## src/design/hfl_pkg.sv

```systemverilog
package hfl_pkg;

  // ==========================================================
  // Timing
  localparam int unsigned CLK_HZ      = 125_000_000;
  localparam int unsigned BAUD_FAST   = 1200;
  localparam int unsigned BAUD_SLOW   = 300;
  localparam int unsigned OVS         = 16;
  localparam int unsigned DIV_FAST    = CLK_HZ / (BAUD_FAST * OVS);
  localparam int unsigned DIV_SLOW    = CLK_HZ / (BAUD_SLOW * OVS);
  localparam int unsigned DEADMAN_MS  = 2500;
  localparam int unsigned DEADMAN_CYC = (CLK_HZ / 1000) * DEADMAN_MS;

  // ==========================================================
  // Frame
  localparam int unsigned DATA_BITS  = 7;
  localparam int unsigned FRAME_BITS = 10;
  localparam logic [3:0]  LAST_BIT   = 4'h9;
  localparam logic [3:0]  MID_TICK   = 4'h7;
  localparam logic [3:0]  END_TICK   = 4'hf;

  // ==========================================================
  // Register map (index on the low address nibble)
  localparam logic [3:0] REG_CTRL  = 4'h0;
  localparam logic [3:0] REG_STAT  = 4'h1;
  localparam logic [3:0] REG_TXD   = 4'h2;
  localparam logic [3:0] REG_RXD   = 4'h3;
  localparam logic [3:0] REG_ISTAT = 4'h4;
  localparam logic [3:0] REG_ICLR  = 4'h5;
  localparam logic [3:0] REG_IEN   = 4'h6;
  localparam logic [3:0] REG_TXSUM = 4'h7;
  localparam logic [3:0] REG_RXSUM = 4'h8;

  localparam logic [7:0] CTRL_RST = 8'h00;
  localparam logic [4:0] IEN_RST  = 5'h00;

  // Interrupt status bits
  localparam int unsigned NIRQ     = 5;
  localparam int unsigned IRQ_RX   = 0;
  localparam int unsigned IRQ_TX   = 1;
  localparam int unsigned IRQ_PERR = 2;
  localparam int unsigned IRQ_FERR = 3;
  localparam int unsigned IRQ_DEAD = 4;

  // Pin vector layout after synchronisation
  localparam int unsigned PIN_RXD  = 0;
  localparam int unsigned PIN_CD   = 1;
  localparam int unsigned PIN_TEST = 2;
  localparam int unsigned PIN_SW   = 3;
  localparam int unsigned NPIN     = 7;

  typedef struct packed {
    logic [3:0] rsvd;
    logic       rts;
    logic       rx_en;
    logic       tx_en;
    logic       baud_slow;
  } hfl_ctrl_t;

  typedef struct packed {
    logic       wr;
    logic       rd;
    logic [3:0] sel;
    logic [3:0] idx;
    logic [7:0] wdata;
  } hfl_bus_t;

  typedef enum logic [1:0] {
    ST_IDLE = 2'b01,
    ST_BUSY = 2'b10
  } hfl_st_t;

endpackage

```

## src/design/hfl_link.sv

```systemverilog
// The placing of the registers and the strobed register port were left to the implementer.
`timescale 1ns/10ps
module hfl_link
  import hfl_pkg::*;
#(
  parameter int unsigned DIV_FAST_P = DIV_FAST,
  parameter int unsigned DIV_SLOW_P = DIV_SLOW,
  parameter int unsigned DEADMAN_P  = DEADMAN_CYC
) (
  input  wire logic       CLK_I,        // 125 MHz clock
  input  wire logic       SRST_I,       // Sync reset, high
  input  wire logic [7:0] ADDR_I,       // Board sel [7:4], reg [3:0]
  input  wire logic [7:0] WDATA_I,      // Write data
  input  wire logic       WR_I,         // Write strobe
  input  wire logic       RD_I,         // Read strobe
  input  wire logic [3:0] ADDR_SW_I,    // address_select_switch, BCD
  input  wire logic       TEST_SW_I,    // test_mode_switch, high=test
  input  wire logic       RXD_I,        // Demodulated receive data
  input  wire logic       CARRIER_I,    // Peak detector, high=tone
  output logic      [7:0] RDATA_O,      // Read data, cycle after read
  output logic            BUS_DRV_EN_O, // Data drivers enabled
  output logic            BUS_DIR_O,    // 1: board drives bus
  output logic            TXD_O,        // Serial transmit data
  output logic            FREQ_SEL_O,   // 1: 1200 Hz, 0: 2200 Hz
  output logic            MOD_EN_O,     // Modulator enable
  output logic            DCD_N_O,      // Carrier detect, low active
  output logic            IRQ_O         // Level interrupt
);

  // ==========================================================
  // Pin synchronisers
  logic [NPIN-1:0] s1, s2, s3, flt, next_flt;
  logic            rx_lvl, rx_prev, cd_on, test_on;
  logic [3:0]      sw;

  always_comb begin
    // A change only counts once the two later stages agree
    next_flt = (~(s2 ^ s3) & s3) | ((s2 ^ s3) & flt);
  end

  always_ff @(posedge CLK_I) begin
    if (SRST_I) begin
      s1      <= '0;
      s2      <= '0;
      s3      <= '0;
      flt     <= 7'h01;
      rx_prev <= 1'b1;
    end else begin
      s1      <= {ADDR_SW_I, TEST_SW_I, CARRIER_I, RXD_I};
      s2      <= s1;
      s3      <= s2;
      flt     <= next_flt;
      rx_prev <= flt[PIN_RXD];
    end
  end

  assign rx_lvl  = flt[PIN_RXD];
  assign cd_on   = flt[PIN_CD];
  assign test_on = flt[PIN_TEST];
  assign sw      = flt[PIN_SW +: 4];

  // ==========================================================
  // Baud generator, 16 ticks per bit
  hfl_ctrl_t   ctrl, next_ctrl;
  logic [14:0] div_cnt, next_div_cnt;
  logic        tick, next_tick;

  always_comb begin
    logic [14:0] lim;
    lim = ctrl.baud_slow ? 15'(DIV_SLOW_P - 1)
                         : 15'(DIV_FAST_P - 1);
    next_tick    = 1'b0;
    next_div_cnt = div_cnt + 15'h0001;
    if (div_cnt >= lim) begin
      next_div_cnt = 15'h0000;
      next_tick    = 1'b1;
    end
  end

  always_ff @(posedge CLK_I) begin
    if (SRST_I) begin
      div_cnt <= 15'h0000;
      tick    <= 1'b0;
    end else begin
      div_cnt <= next_div_cnt;
      tick    <= next_tick;
    end
  end

  // ==========================================================
  // Register bus
  hfl_bus_t        bus;
  logic            hit, wr_hit, rd_hit;
  logic [NIRQ-1:0] istat, next_istat, ien, next_ien, ev;
  logic [7:0]      rdata, next_rdata;
  logic            drv_en, next_drv_en, dir, next_dir;
  logic [6:0]      tx_sum, next_tx_sum, rx_sum, next_rx_sum;
  logic [6:0]      rx_data, next_rx_data;
  logic            rx_full, next_rx_full, irq, next_irq;
  logic            tx_pend, rx_busy, rx_done;
  hfl_st_t         tx_st;
  logic            dead;

  assign bus    = '{wr: WR_I, rd: RD_I, sel: ADDR_I[7:4],
                    idx: ADDR_I[3:0], wdata: WDATA_I};
  assign hit    = (bus.sel == sw);
  assign wr_hit = bus.wr && hit;
  assign rd_hit = bus.rd && hit;

  always_comb begin
    next_ctrl   = ctrl;
    next_ien    = ien;
    next_rdata  = 8'h00;
    next_drv_en = wr_hit || rd_hit;
    next_dir    = rd_hit;
    next_tx_sum = tx_sum;
    next_rx_sum = rx_sum;
    // Event set wins over a clear in the same cycle
    next_istat  = istat;
    if (wr_hit && bus.idx == REG_ICLR) begin
      next_istat = istat & ~bus.wdata[NIRQ-1:0];
    end
    next_istat = next_istat | ev;
    if (wr_hit) begin
      unique case (bus.idx)
        REG_CTRL:  next_ctrl = hfl_ctrl_t'(bus.wdata);
        REG_IEN:   next_ien  = bus.wdata[NIRQ-1:0];
        REG_TXSUM, REG_RXSUM: begin
          next_tx_sum = 7'h00;
          next_rx_sum = 7'h00;
        end
        default: ;
      endcase
    end
    if (wr_hit && bus.idx == REG_TXD && !tx_pend && tx_st == ST_IDLE) begin
      next_tx_sum = next_tx_sum ^ bus.wdata[6:0];
    end
    if (rx_done) begin
      next_rx_sum = next_rx_sum ^ next_rx_data;
    end
    if (rd_hit) begin
      unique case (bus.idx)
        REG_CTRL:  next_rdata = {4'h0, ctrl[3:0]};
        REG_STAT:  next_rdata = {1'b0, test_on, rx_sum == 7'h00, dead,
                                 cd_on, rx_busy,
                                 tx_pend || tx_st == ST_BUSY, rx_full};
        REG_RXD:   next_rdata = {1'b0, rx_data};
        REG_ISTAT: next_rdata = {3'h0, istat};
        REG_IEN:   next_rdata = {3'h0, ien};
        REG_TXSUM: next_rdata = {1'b0, tx_sum};
        REG_RXSUM: next_rdata = {1'b0, rx_sum};
        default:   next_rdata = 8'h00;
      endcase
    end
    next_irq = |(next_istat & next_ien);
  end

  always_ff @(posedge CLK_I) begin
    if (SRST_I) begin
      ctrl   <= hfl_ctrl_t'(CTRL_RST);
      ien    <= IEN_RST;
      istat  <= '0;
      rdata  <= 8'h00;
      drv_en <= 1'b0;
      dir    <= 1'b0;
      tx_sum <= 7'h00;
      rx_sum <= 7'h00;
      irq    <= 1'b0;
    end else begin
      ctrl   <= next_ctrl;
      ien    <= next_ien;
      istat  <= next_istat;
      rdata  <= next_rdata;
      drv_en <= next_drv_en;
      dir    <= next_dir;
      tx_sum <= next_tx_sum;
      rx_sum <= next_rx_sum;
      irq    <= next_irq;
    end
  end

  // ==========================================================
  // Transmitter
  hfl_st_t    next_tx_st;
  logic [6:0] tx_hold, next_tx_hold;
  logic [9:0] tx_sh, next_tx_sh;
  logic [3:0] tx_tick, next_tx_tick, tx_bit, next_tx_bit;
  logic       next_tx_pend, txd, next_txd, tx_go, tx_end;

  always_comb begin
    next_tx_st   = tx_st;
    next_tx_hold = tx_hold;
    next_tx_pend = tx_pend;
    next_tx_sh   = tx_sh;
    next_tx_tick = tx_tick;
    next_tx_bit  = tx_bit;
    tx_go        = 1'b0;
    tx_end       = 1'b0;
    if (wr_hit && bus.idx == REG_TXD && !tx_pend && tx_st == ST_IDLE) begin
      next_tx_hold = bus.wdata[6:0];
      next_tx_pend = 1'b1;
    end
    unique case (tx_st)
      ST_IDLE: begin
        // Hold off while the far end talks
        if (tx_pend && ctrl.tx_en && !rx_busy && !cd_on) begin
          tx_go        = 1'b1;
          next_tx_pend = 1'b0;
          next_tx_st   = ST_BUSY;
          next_tx_tick = 4'h0;
          next_tx_bit  = 4'h0;
          next_tx_sh   = {1'b1, ^tx_hold, tx_hold, 1'b0};
        end
      end
      ST_BUSY: begin
        if (tick) begin
          next_tx_tick = tx_tick + 4'h1;
          if (tx_tick == END_TICK) begin
            next_tx_sh  = {1'b1, tx_sh[9:1]};
            next_tx_bit = tx_bit + 4'h1;
            if (tx_bit == LAST_BIT) begin
              tx_end     = 1'b1;
              next_tx_st = ST_IDLE;
            end
          end
        end
      end
    endcase
    next_txd = (next_tx_st == ST_BUSY) ? next_tx_sh[0] : 1'b1;
  end

  always_ff @(posedge CLK_I) begin
    if (SRST_I) begin
      tx_st   <= ST_IDLE;
      tx_hold <= 7'h00;
      tx_pend <= 1'b0;
      tx_sh   <= 10'h3ff;
      tx_tick <= 4'h0;
      tx_bit  <= 4'h0;
      txd     <= 1'b1;
    end else begin
      tx_st   <= next_tx_st;
      tx_hold <= next_tx_hold;
      tx_pend <= next_tx_pend;
      tx_sh   <= next_tx_sh;
      tx_tick <= next_tx_tick;
      tx_bit  <= next_tx_bit;
      txd     <= next_txd;
    end
  end

  // ==========================================================
  // Receiver, samples mid-bit on the 16x tick
  hfl_st_t    rx_st, next_rx_st;
  logic [7:0] rx_sh, next_rx_sh;
  logic [3:0] rx_tick, next_rx_tick, rx_bit, next_rx_bit;
  logic       perr, ferr;

  always_comb begin
    next_rx_st   = rx_st;
    next_rx_sh   = rx_sh;
    next_rx_tick = rx_tick;
    next_rx_bit  = rx_bit;
    next_rx_data = rx_data;
    next_rx_full = rx_full;
    rx_done      = 1'b0;
    perr         = 1'b0;
    ferr         = 1'b0;
    if (rd_hit && bus.idx == REG_RXD) begin
      next_rx_full = 1'b0;
    end
    unique case (rx_st)
      ST_IDLE: begin
        // Never listens to itself while sending
        if (ctrl.rx_en && tx_st == ST_IDLE && rx_prev && !rx_lvl) begin
          next_rx_st   = ST_BUSY;
          next_rx_tick = 4'h0;
          next_rx_bit  = 4'h0;
        end
      end
      ST_BUSY: begin
        if (tick) begin
          next_rx_tick = rx_tick + 4'h1;
          if (rx_tick == MID_TICK) begin
            next_rx_bit = rx_bit + 4'h1;
            if (rx_bit == 4'h0 && rx_lvl) begin
              next_rx_st = ST_IDLE;                    // False start
            end else if (rx_bit == LAST_BIT) begin
              next_rx_st   = ST_IDLE;
              rx_done      = 1'b1;
              next_rx_data = rx_sh[6:0];
              next_rx_full = 1'b1;
              // Software drops the message, and sends no reply, on this
              perr         = ^rx_sh;
              ferr         = !rx_lvl;
            end else if (rx_bit != 4'h0) begin
              next_rx_sh = {rx_lvl, rx_sh[7:1]};
            end
          end
        end
      end
    endcase
  end

  assign rx_busy = (rx_st == ST_BUSY);

  always_ff @(posedge CLK_I) begin
    if (SRST_I) begin
      rx_st   <= ST_IDLE;
      rx_sh   <= 8'h00;
      rx_tick <= 4'h0;
      rx_bit  <= 4'h0;
      rx_data <= 7'h00;
      rx_full <= 1'b0;
    end else begin
      rx_st   <= next_rx_st;
      rx_sh   <= next_rx_sh;
      rx_tick <= next_rx_tick;
      rx_bit  <= next_rx_bit;
      rx_data <= next_rx_data;
      rx_full <= next_rx_full;
    end
  end

  // ==========================================================
  // Deadman and modulator keying
  logic [28:0] dm_cnt, next_dm_cnt;
  logic        next_dead, mod_en, next_mod_en, dcd_n, next_dcd_n;

  always_comb begin
    next_dm_cnt = dm_cnt;
    next_dead   = dead;
    if (!ctrl.rts || tx_go || rx_done) begin
      next_dm_cnt = 29'h0;
      next_dead   = 1'b0;
    end else if (!dead) begin
      next_dm_cnt = dm_cnt + 29'h1;
      if (dm_cnt >= 29'(DEADMAN_P - 1)) begin
        next_dead = 1'b1;
      end
    end
    // Test tone overrides both RTS and the deadman
    next_mod_en = test_on || (ctrl.rts && !next_dead);
    next_dcd_n  = !cd_on;
    ev           = '0;
    ev[IRQ_RX]   = rx_done;
    ev[IRQ_TX]   = tx_end;
    ev[IRQ_PERR] = perr;
    ev[IRQ_FERR] = ferr;
    ev[IRQ_DEAD] = next_dead && !dead;
  end

  always_ff @(posedge CLK_I) begin
    if (SRST_I) begin
      dm_cnt <= 29'h0;
      dead   <= 1'b0;
      mod_en <= 1'b0;
      dcd_n  <= 1'b1;
    end else begin
      dm_cnt <= next_dm_cnt;
      dead   <= next_dead;
      mod_en <= next_mod_en;
      dcd_n  <= next_dcd_n;
    end
  end

  // ==========================================================
  // Outputs
  assign RDATA_O      = rdata;
  assign BUS_DRV_EN_O = drv_en;
  assign BUS_DIR_O    = dir;
  assign TXD_O        = txd;
  assign FREQ_SEL_O   = txd;
  assign MOD_EN_O     = mod_en;
  assign DCD_N_O      = dcd_n;
  assign IRQ_O        = irq;
endmodule

```

## config.mk

```make
export PLATFORM = sky130hd
export DESIGN_NAME = hfl_link
export DESIGN_NICKNAME = d
export VERILOG_FILES = /design/src/design/hfl_pkg.sv /design/src/design/hfl_link.sv
export SDC_FILE = /design/constraint.sdc
export NUM_CORES = 1
export LEC_CHECK = 0
export ABC_CLOCK_PERIOD_IN_PS = 6300
export BUFFER_PORTS_ARGS = -buffer_cell sky130_fd_sc_hd__clkbuf_2
export CORE_MARGIN = 2
export CORE_UTILIZATION = 40
export CTS_BUF_LIST = sky130_fd_sc_hd__clkbuf_4
export DETAILED_ROUTE_END_ITERATION = 8
export GPL_ROUTABILITY_DRIVEN = 0
export GPL_TIMING_DRIVEN = 1
export HOLD_SLACK_MARGIN = 0.12
export SETUP_SLACK_MARGIN = 0.05
export SLEW_MARGIN = 20
export SYNTH_ARGS = -nofsm -noshare
export SYNTH_HDL_FRONTEND = slang
export SYNTH_SLANG_ARGS = --single-unit
export TNS_END_PERCENT = 1
```

## constraint.sdc

```tcl
create_clock -name CLK_I -period 6.3 [get_ports CLK_I]
set_input_delay 0.63 -clock CLK_I [delete_from_list [all_inputs] [get_ports CLK_I]]
set_output_delay 0.63 -clock CLK_I [all_outputs]
set_load 0.05 [all_outputs]
```

==> impl.org, run 1 <==
** Global route
- met2 is the most crowded layer.
- For met2 alone, demand over resource in global routing was 25.5%.
- Largest net degree at the start of global routing :: 71
- The number of global-route vias before repair came to approximately 5,400.
- The number of antenna violations at the first check in global routing was 0.
- The total overflow left after global routing is 0.
- For this run, global-route usage on met3 was measured as approximately 4.0%.
- Global routing usage summed across all routing layers :: 16.3%
- Global-route wire length before repair :: 26.4 mm
- Global routing used a little under a quarter of the available met1 tracks.

** Floorplan
- Number of placement rows :: 50
- Chip width :: 141 um
- The die covers 20,000 um2.
- The floorplan step set the die height to approximately 140 um.
- Boundary Pins :: 42
- Effective utilization at floorplan :: 40.5%
- In this run the standard cell core region covers 18,600 um2.

** Power and ir drop
- Logic gate share of total power :: between 3 and 4%
- The worst-case IR drop observed on VDD is 0.000144 V.
- Clock group share of total power :: 37.4%
- Internal power comes to 1.39 mW.
- Power spread over the standard cell area amounts to about 230 nW/um2.
- Switching power as a share of total power :: 24.9%
- Fraction of power consumed by sequential logic :: 58.9%
- Power dissipated by switching net loads :: roughly 460 uW
- Leakage :: 3.00 nW
- Power comes to 1.85 mW.

** Clock network
- The H-tree was split into 4 levels.
- # resized after CTS :: 0
- Clock buffer count from CTS :: 17
- The number of setup buffers added after CTS is 0.
- Clock tree from TritonCTS :: done
- Hold-fix buffers, CTS :: 0
- Clock-pin slew was measured on the worst setup and hold paths at around 150 ps.
- Clock tree synthesis selected as its root buffer the cell clkbuf_4.
- CTS saw 170 sinks.
- Skew-Pair Late Insertion Delay :: 580 ps
- The clock passes through at most 2 buffers.

** Cells and area
- Post-route cell area :: 8220 um2
- The finished layout holds 1,123 standard cells, fillers aside.
- Area growth from synthesis to layout :: 8.88%
- Number of nets in the layout :: 923
- The post-route netlist has 10.6% of its cells at a drive strength greater than 1.
- The number of antenna diodes in the final layout is 0.
- Fill cells in the final layout number 1,889.

** Routing
- Via/cell ratio :: 5.20
- Router iterations before antenna repair :: 5
- In this run the remaining antenna-violating nets after routing total 0.
- Number of violations reported at the end of detailed-routing iteration 0 :: 290
- Routed length per instance :: 14.2 um
- After detailed routing, the number of remaining DRC violations is 0.
- Detailed Route WL :: 15.9 mm
- The routed layout has 5,841 vias.

** Synth
- Prevailing post-synth register cell :: dfxtp_1
- FF+latch count, synth :: 170
- Number of library cell types mapped by synthesis :: 70
- Synthesis warning total :: 0
- Top-count cell post-synth :: dfxtp_1
- Cell accounting for the most synthesized area :: dfxtp_1
- Register area share after synthesis :: about 45%
- Biggest area contributors in the synthesized netlist :: dfxtp_1 (45%), nand2_1 (5.6%), xnor2_1 (5.3%)
- Synthesis produced a netlist with a net count of 899.
- The cell count after synthesis came out at roughly 850.
- In this run the mean area of a mapped cell was 8.85 um2.
- Sorting the synthesized cells by how often they occur yields dfxtp_1 (170), nand2_1 (113), nor2_1 (103).
- In the synthesized netlist the async set-or-reset flop fraction comes to 0%.
- Yosys mapped a number of flops with a built-in enable equal to 0.
- Summing every instance area after synthesis gives 7550 um2.
- In this run the biggest area consumer among cell types represents 45.1% of the synthesized area.

** Worst setup path
- Together, buffers and inverters on the worst path number 2.
- Signal arrival time at the worst endpoint :: between 3000 and 4000 ps
- The setup path with the least slack is of type input port to flip-flop.
- The worst setup path is captured at a flip-flop.
- On the worst path, the slowest cell contributes a delay of 880 ps.
- Family with the most delay on the worst path :: compound AO/OA/AOI/OAI gates
- Worst Setup Start Kind :: input port
- Slowest CP cell :: a211o_1
- The critical path goes through buf_4 -> inv_1 -> o31ai_1 -> a211o_1 -> nor3b_1 -> a32o_1 -> a221o_1.
- STA puts the critical path data required time at around 6800 ps.
- Along the worst path, the maximum fanout reaches 50.

** STA
- Setup skew after layout :: 23.3 ps
- At the pin with the least slew margin, the transition time is roughly 1100 ps.
- Setup TNS after final layout :: 0 ps
- Setup violations remaining at the end of the flow were counted as 0.
- Setup repair after global routing missed its margin :: no
- Across all hold checks on the routed design, the worst slack comes to 252 ps.
- The hold violation count in the final report was 0.
- Derived from the worst setup path, the maximum achievable clock frequency is 348 MHz.
- The number of pins exceeding their max-slew limit in the final report came to 0.
- Crit path time final :: 2880 ps
- Tcrit/Tclk final :: between 40% and 50%
- Max_slew headroom :: approximately 28%

** Run
- The tool flagged a number of max-cap violations equal to 0.

** Placed design
- After detailed placement, the total cell area comes to about 7900 um2.
- Post-DP HPWL :: 10.9 mm
- Total instance count after detailed placement :: 1,092
- IO buf count :: 39

** Min path
- Classification of the worst-slack hold path :: input port to flip-flop

** Status
- Run status :: finished, final reports clean
[layout make-up]
class	count	area [um2]	area share, %
tap	234	293	3.56
clock inverter	14	189	2.30
inverter	17	63.8	0.776
timing repair buffer	44	235	2.86
clock buffer	17	128	1.55
sequential	170	3400	41.4
multi-input combinational	627	3910	47.5
[logic make-up (layout without fill, tap and decap cells)]
family,count (synthesis),in the layout,synth area share (%)
adder cells (fa/ha/maj),19,19,3.15
multiplexers,24,24,3.20
XOR/XNOR,71,71,8.24
other,1,1,0.0497
AND/OR/NAND/NOR,362,362,22.9
buffers and inverters,56,92,3.15
AO/OA/AOI/OAI,150,150,14.2
flip-flops,170,170,45.1
[cell usage in the layout, fill, tap and decap left out, drive strengths merged, types with 4 or more instances in the layout]
master / synthesis / layout
and4: 4 / 4
nor2: 103 / 103
nor2b: 29 / 29
mux2i: 23 / 23
nand4: 13 / 13
nand3: 30 / 30
xor2: 25 / 25
a21oi: 48 / 48
o21ai: 27 / 27
nand2b: 9 / 9
nand2: 113 / 113
clkbuf: 20 / 55
a221oi: 9 / 9
nor3: 18 / 18
a2111oi: 16 / 16
inv: 17 / 21
and3: 8 / 8
or3: 4 / 4
a211oi: 5 / 5
clkinv: 0 / 6
nor3b: 4 / 4
nor4: 5 / 5
and2: 7 / 7
xnor2: 46 / 46
a31oi: 6 / 6
ha: 19 / 19
dfxtp: 170 / 170
a22oi: 5 / 5
buf: 19 / 6
[metal layers]
metal | vias up | share of wire [%]
met4 | 0 | 1.1
met5 | - | 0
li1 | 3027 | -
met3 | 15 | 3.8
met2 | 94 | 44
met1 | 2705 | 51
[registers in the layout, indices dropped and copies added, names as in the netlist, 4 cells and up, named ones only]
signal and flops:
rx_sum 7, rx_tick 4, rx_data 7, tx_sh 10
tx_hold 7, s2 7, istat 5, ctrl 4
RDATA_O 7, div_cnt 15, s3 7, tx_sum 7
tx_bit 4, rx_sh 8, rx_bit 4, tx_tick 4
ien 5, s1 7, dm_cnt 29
[power groups by stage]
stage	combinational, mW	clock, mW	sequential (mW)
final	0.0681	0.693	1.09
after global routing	0.0746	0.755	1.09
after CTS	0.0682	0.713	1.09
after detailed placement	0.0680	0	1.11
after global placement	0.0678	0	1.11
after floorplan	0.0469	0	1.11
[final timing paths]
path              cells after the start               end        startpoint  slack [ps]
setup reg to reg                      6  IRQ_O$_SDFF_PP0_   tick$_SDFF_PP0_        3470
hold reg to reg                       1  s2[0]$_SDFF_PP0_  s1[0]$_SDFF_PP0_         450
setup / recovery                      7  IRQ_O$_SDFF_PP0_            SRST_I        3420
hold / removal                        2  s1[6]$_SDFF_PP0_      ADDR_SW_I[3]         250
[through the flow]
stage	setup WS, ps	util (%)
after global placement	2840	42.4
after global routing	3210	44.1
after floorplan	4010	-
final	3420	44.1
after detailed placement	2820	42.4
after CTS	3460	44.1
[worst register-to-register path: cells and delay by family, from the launching register on]
family          cells  cell delay (ps)
flops               1              590
simple gates        3              690
compound gates      3             1470
Note: power is estimated with default switching activity, not from simulation.
==> run 2, diff against run 1 <==
Settings changed: ABC_CLOCK_PERIOD_IN_PS 6300 to 3000.
Clock period 6.3 ns to 3 ns, I/O delays scaled along.
==> impl.org, run 2 (same netlist as run 1, synthesis figures left out) <==
** Status
- Run status :: finished, final reports clean

** Global route
- Largest net degree at the start of global routing :: 79 (+11%)
- The number of antenna violations at the first check in global routing was 1 (+1).
- Total global routing overflow :: 0 (unchanged)
- The number of global-route vias before repair was 5,475 (+2.1%).
- Global-route wire length before repair :: 27.3 mm (+3.5%)
- Global routing usage summed across all routing layers :: 16.9% (+0.63 points)

** Routing
- The number of vias per cell came to 5.14 (-1.2%).
- Routed length per instance :: 14.2 um (-0.20%)
- Total via count after detailed routing :: 5,903 (+1.1%)
- Number of nets with antenna violations after routing :: 0 (unchanged)
- The number of DRC violations after detailed-routing iteration 0 is 386 (+33%).
- Router iterations before antenna repair :: 5 (unchanged)
- Post-route DRC :: 0 (unchanged)
- Detailed Route WL :: 16.3 mm (+2.1%)

** STA
- Counting I/O delays and the setup requirement, the final critical path takes roughly 2500 ps.
- The worst slew margin relative to its limit is 38.0% (+9.6 points).
- The number of pins exceeding their max-slew limit in the final report was 0 (unchanged).
- The final-report setup violation count is 0 (unchanged).
- Setup TNS after final layout :: 0 ps (unchanged)
- Final count of hold timing violations :: 0 (unchanged)
- Tcrit/Tclk final :: about four fifths
- Setup repair after global routing left no endpoint under its margin.
- The transition time at the pin with the least slew margin came to 929 ps (-143 ps).
- The worst-case clock skew is 20.9 ps (-2.42 ps).
- Max frequency :: 407 MHz

** Cells and area
- The filler cell count in the final layout was 1,889 (unchanged).
- Most used cells in the layout excluding fill and tap cells :: dfxtp_1 (170), nand2_1 (113), nor2_1 (103)
- The sequential cell area in the final layout was 3400 um2 (unchanged).
- Leading cell type in the layout, fill and taps excluded :: dfxtp_1
- Max FFs per register :: 29 (unchanged)
- Number of nets in the layout :: 947 (+2.6%)
- In the final layout, the registers with the most flip-flops are dm_cnt (29), div_cnt (15), tx_sh (10).
- Multi-input gate area :: 3910 um2 (unchanged)
- Register with the most flip-flops :: dm_cnt
- The ratio of cells with drive above 1 in the final layout was 10.9% (+0.37 points).
- Number of standard cells in the final layout excluding fillers :: 1,149 (+2.3%)
- The core utilization of the finished layout was 45.2% (+1.1 points).
- Area growth from synthesis to layout :: 11.5%

** Clock network
- Skew-Pair Late Insertion Delay :: 590 ps (about the same)
- The buffers inserted during post-CTS setup optimization came to 0 (unchanged).
- TritonCTS built the clock tree.
- The number of CTS-inserted buffers came to 17 (unchanged).
- The CTS clock-pin slew for the worst setup and hold paths came to 150 ps (about the same).
- Clock tree synthesis selected as its root buffer the cell clkbuf_4.
- The number of buffers on the longest clock path is 2 (unchanged).
- Number of levels the H-tree was split into :: 4 (unchanged)
- Clk sinks :: 170 (unchanged)

** Run
- Max-cap check violation count :: 0 (unchanged)

** Worst setup path
- The arrival time at the worst endpoint came to 2940 ps (-410 ps).
- The count of cells along the worst register-to-register path came to 8 (+2).
- Worst Setup Start Kind :: flip-flop
- The maximum fanout encountered on the critical timing path came to 15 (-70%).
- The worst setup path is captured at a flip-flop.
- Critical path type :: flip-flop to flip-flop
- Among cell families on the critical path, the largest total delay comes from compound AO/OA/AOI/OAI gates.
- Worst path bufs/invs :: 1 (-1)
- Cell count along the critical path :: 8 (+1)
- Longest individual stage delay on the worst path :: 450 ps (-430 ps)
- The signal on the critical path passes through inv_1 -> ha_1 -> or3b_1 -> a21oi_1 -> o21bai_1 -> a31oi_1 -> o21ai_2 -> a2111oi_0.
- Required time of the worst setup path :: 3480 ps (-3290 ps)
- The slowest stage of the critical path is the a2111oi_0 cell.

** Floorplan
- The vertical extent of the die was 141 um (unchanged).
- The area enclosed by the die boundary is 20,000 um2 (unchanged).
- Boundary Pins :: 42 (unchanged)
- The effective utilization at floorplan was 40.5% (unchanged).
- The die boundary width was 141 um (unchanged).
- The number of core rows is 50 (unchanged).
- The area of the core was 18,600 um2 (unchanged).

** Placed design
- The total of buffers placed on input and output ports came to 39 (unchanged).
- Total instance count after detailed placement :: 1,099 (+0.64%)
- The post-detailed-placement half-perimeter wirelength was 11.0 mm (+1.5%).

** Power and ir drop
- Leakage :: 3.09 nW (+2.9%)
- Peak supply drop :: 0.000290 V (+100%)
- The power density over cell area came to 454 nW/um2 (+100%).
- P_int :: 2.86 mW (+110%)
- Clock group share of total power :: 35.7% (-1.7 points)
- Power dissipated by switching net loads :: 965 uW (+110%)
- Logic gate share of total power :: 4.4% (+0.7 points)
- Fraction of power consumed by sequential logic :: 59.9% (+1.0 points)
- Switching power as a share of total power :: 25.3% (+0.40 points)

** Min path
- Hold-critical path depth :: 3 (+1)
- The worst hold path belongs to the class input port to flip-flop.
==> run 2: power by group through the flow <==
stage / Combinational (mW) / Sequential [mW] / Clock (mW)
2_1_floorplan: 0.0985 / 2.34 / 0
3_3_place_gp: 0.149 / 2.34 / 0
3_5_place_dp: 0.149 / 2.34 / 0
4_1_cts: 0.166 / 2.29 / 1.42
5_1_grt: 0.184 / 2.30 / 1.51
6_report: 0.167 / 2.29 / 1.37
==> run 2: tightest hold or removal path, delay by kind of cell <==
kind	cells	cell delay, ps
AO/OA/AOI/OAI	1	70
buffers and inverters	1	270
AND/OR/NAND/NOR	1	160
==> run 2: per-layer routing <==
layer | vias to the layer above | wire (um) | track usage, %
met1 | 2718 | 8270 | 24.0
met4 | 0 | 168 | 5.21
met5 | - | 0 | 0
met2 | 94 | 7220 | 25.6
li1 | 3080 | - | -
met3 | 11 | 615 | 4.02
==> run 2: path summary, 6_finish.rpt <==
| check | from | end | slack, ps |
|---|---|---|---|
| max | ctrl[0]$_SDFFE_PP0P_ | div_cnt[13]$_SDFF_PP0_ | 540 |
| min | ADDR_I[3] | RDATA_O[0]$_SDFF_PP0_ | 260 |
| max reg2reg | ctrl[0]$_SDFFE_PP0P_ | div_cnt[13]$_SDFF_PP0_ | 540 |
| min reg2reg | tx_sh[2]$_SDFFE_PP1P_ | tx_sh[2]$_SDFFE_PP1P_ | 450 |
==> run 2: repair_timing <==
item                       4_1_cts  5_1_grt
hold endpoints to repair        40        0
setup endpoints to repair        0        0
resized for setup                0        0
hold buffers                    17        0
==> run 2: cell type report <==
| type | instances | share of cell area, % |
|---|---|---|
| diodes | 1 | 0.0297 |
| inverters | 17 | 0.758 |
| clock inverters | 15 | 1.95 |
| well taps | 234 | 3.48 |
| multi-input cells | 627 | 46.4 |
| repair buffers | 68 | 5.44 |
| clock buffers | 17 | 1.52 |
| flip-flops and latches | 170 | 40.4 |
==> run 2: per-stage QoR <==
step	cell area, um2	total power, mW	hold slack [ps]	setup WS (ps)
3_5_place_dp	7960	2.49	426	529
4_1_cts	8420	3.88	190	527
6_report	8420	3.82	255	541
5_1_grt	8420	3.99	239	290
2_1_floorplan	7550	2.44	387	714
3_3_place_gp	7960	2.49	416	568
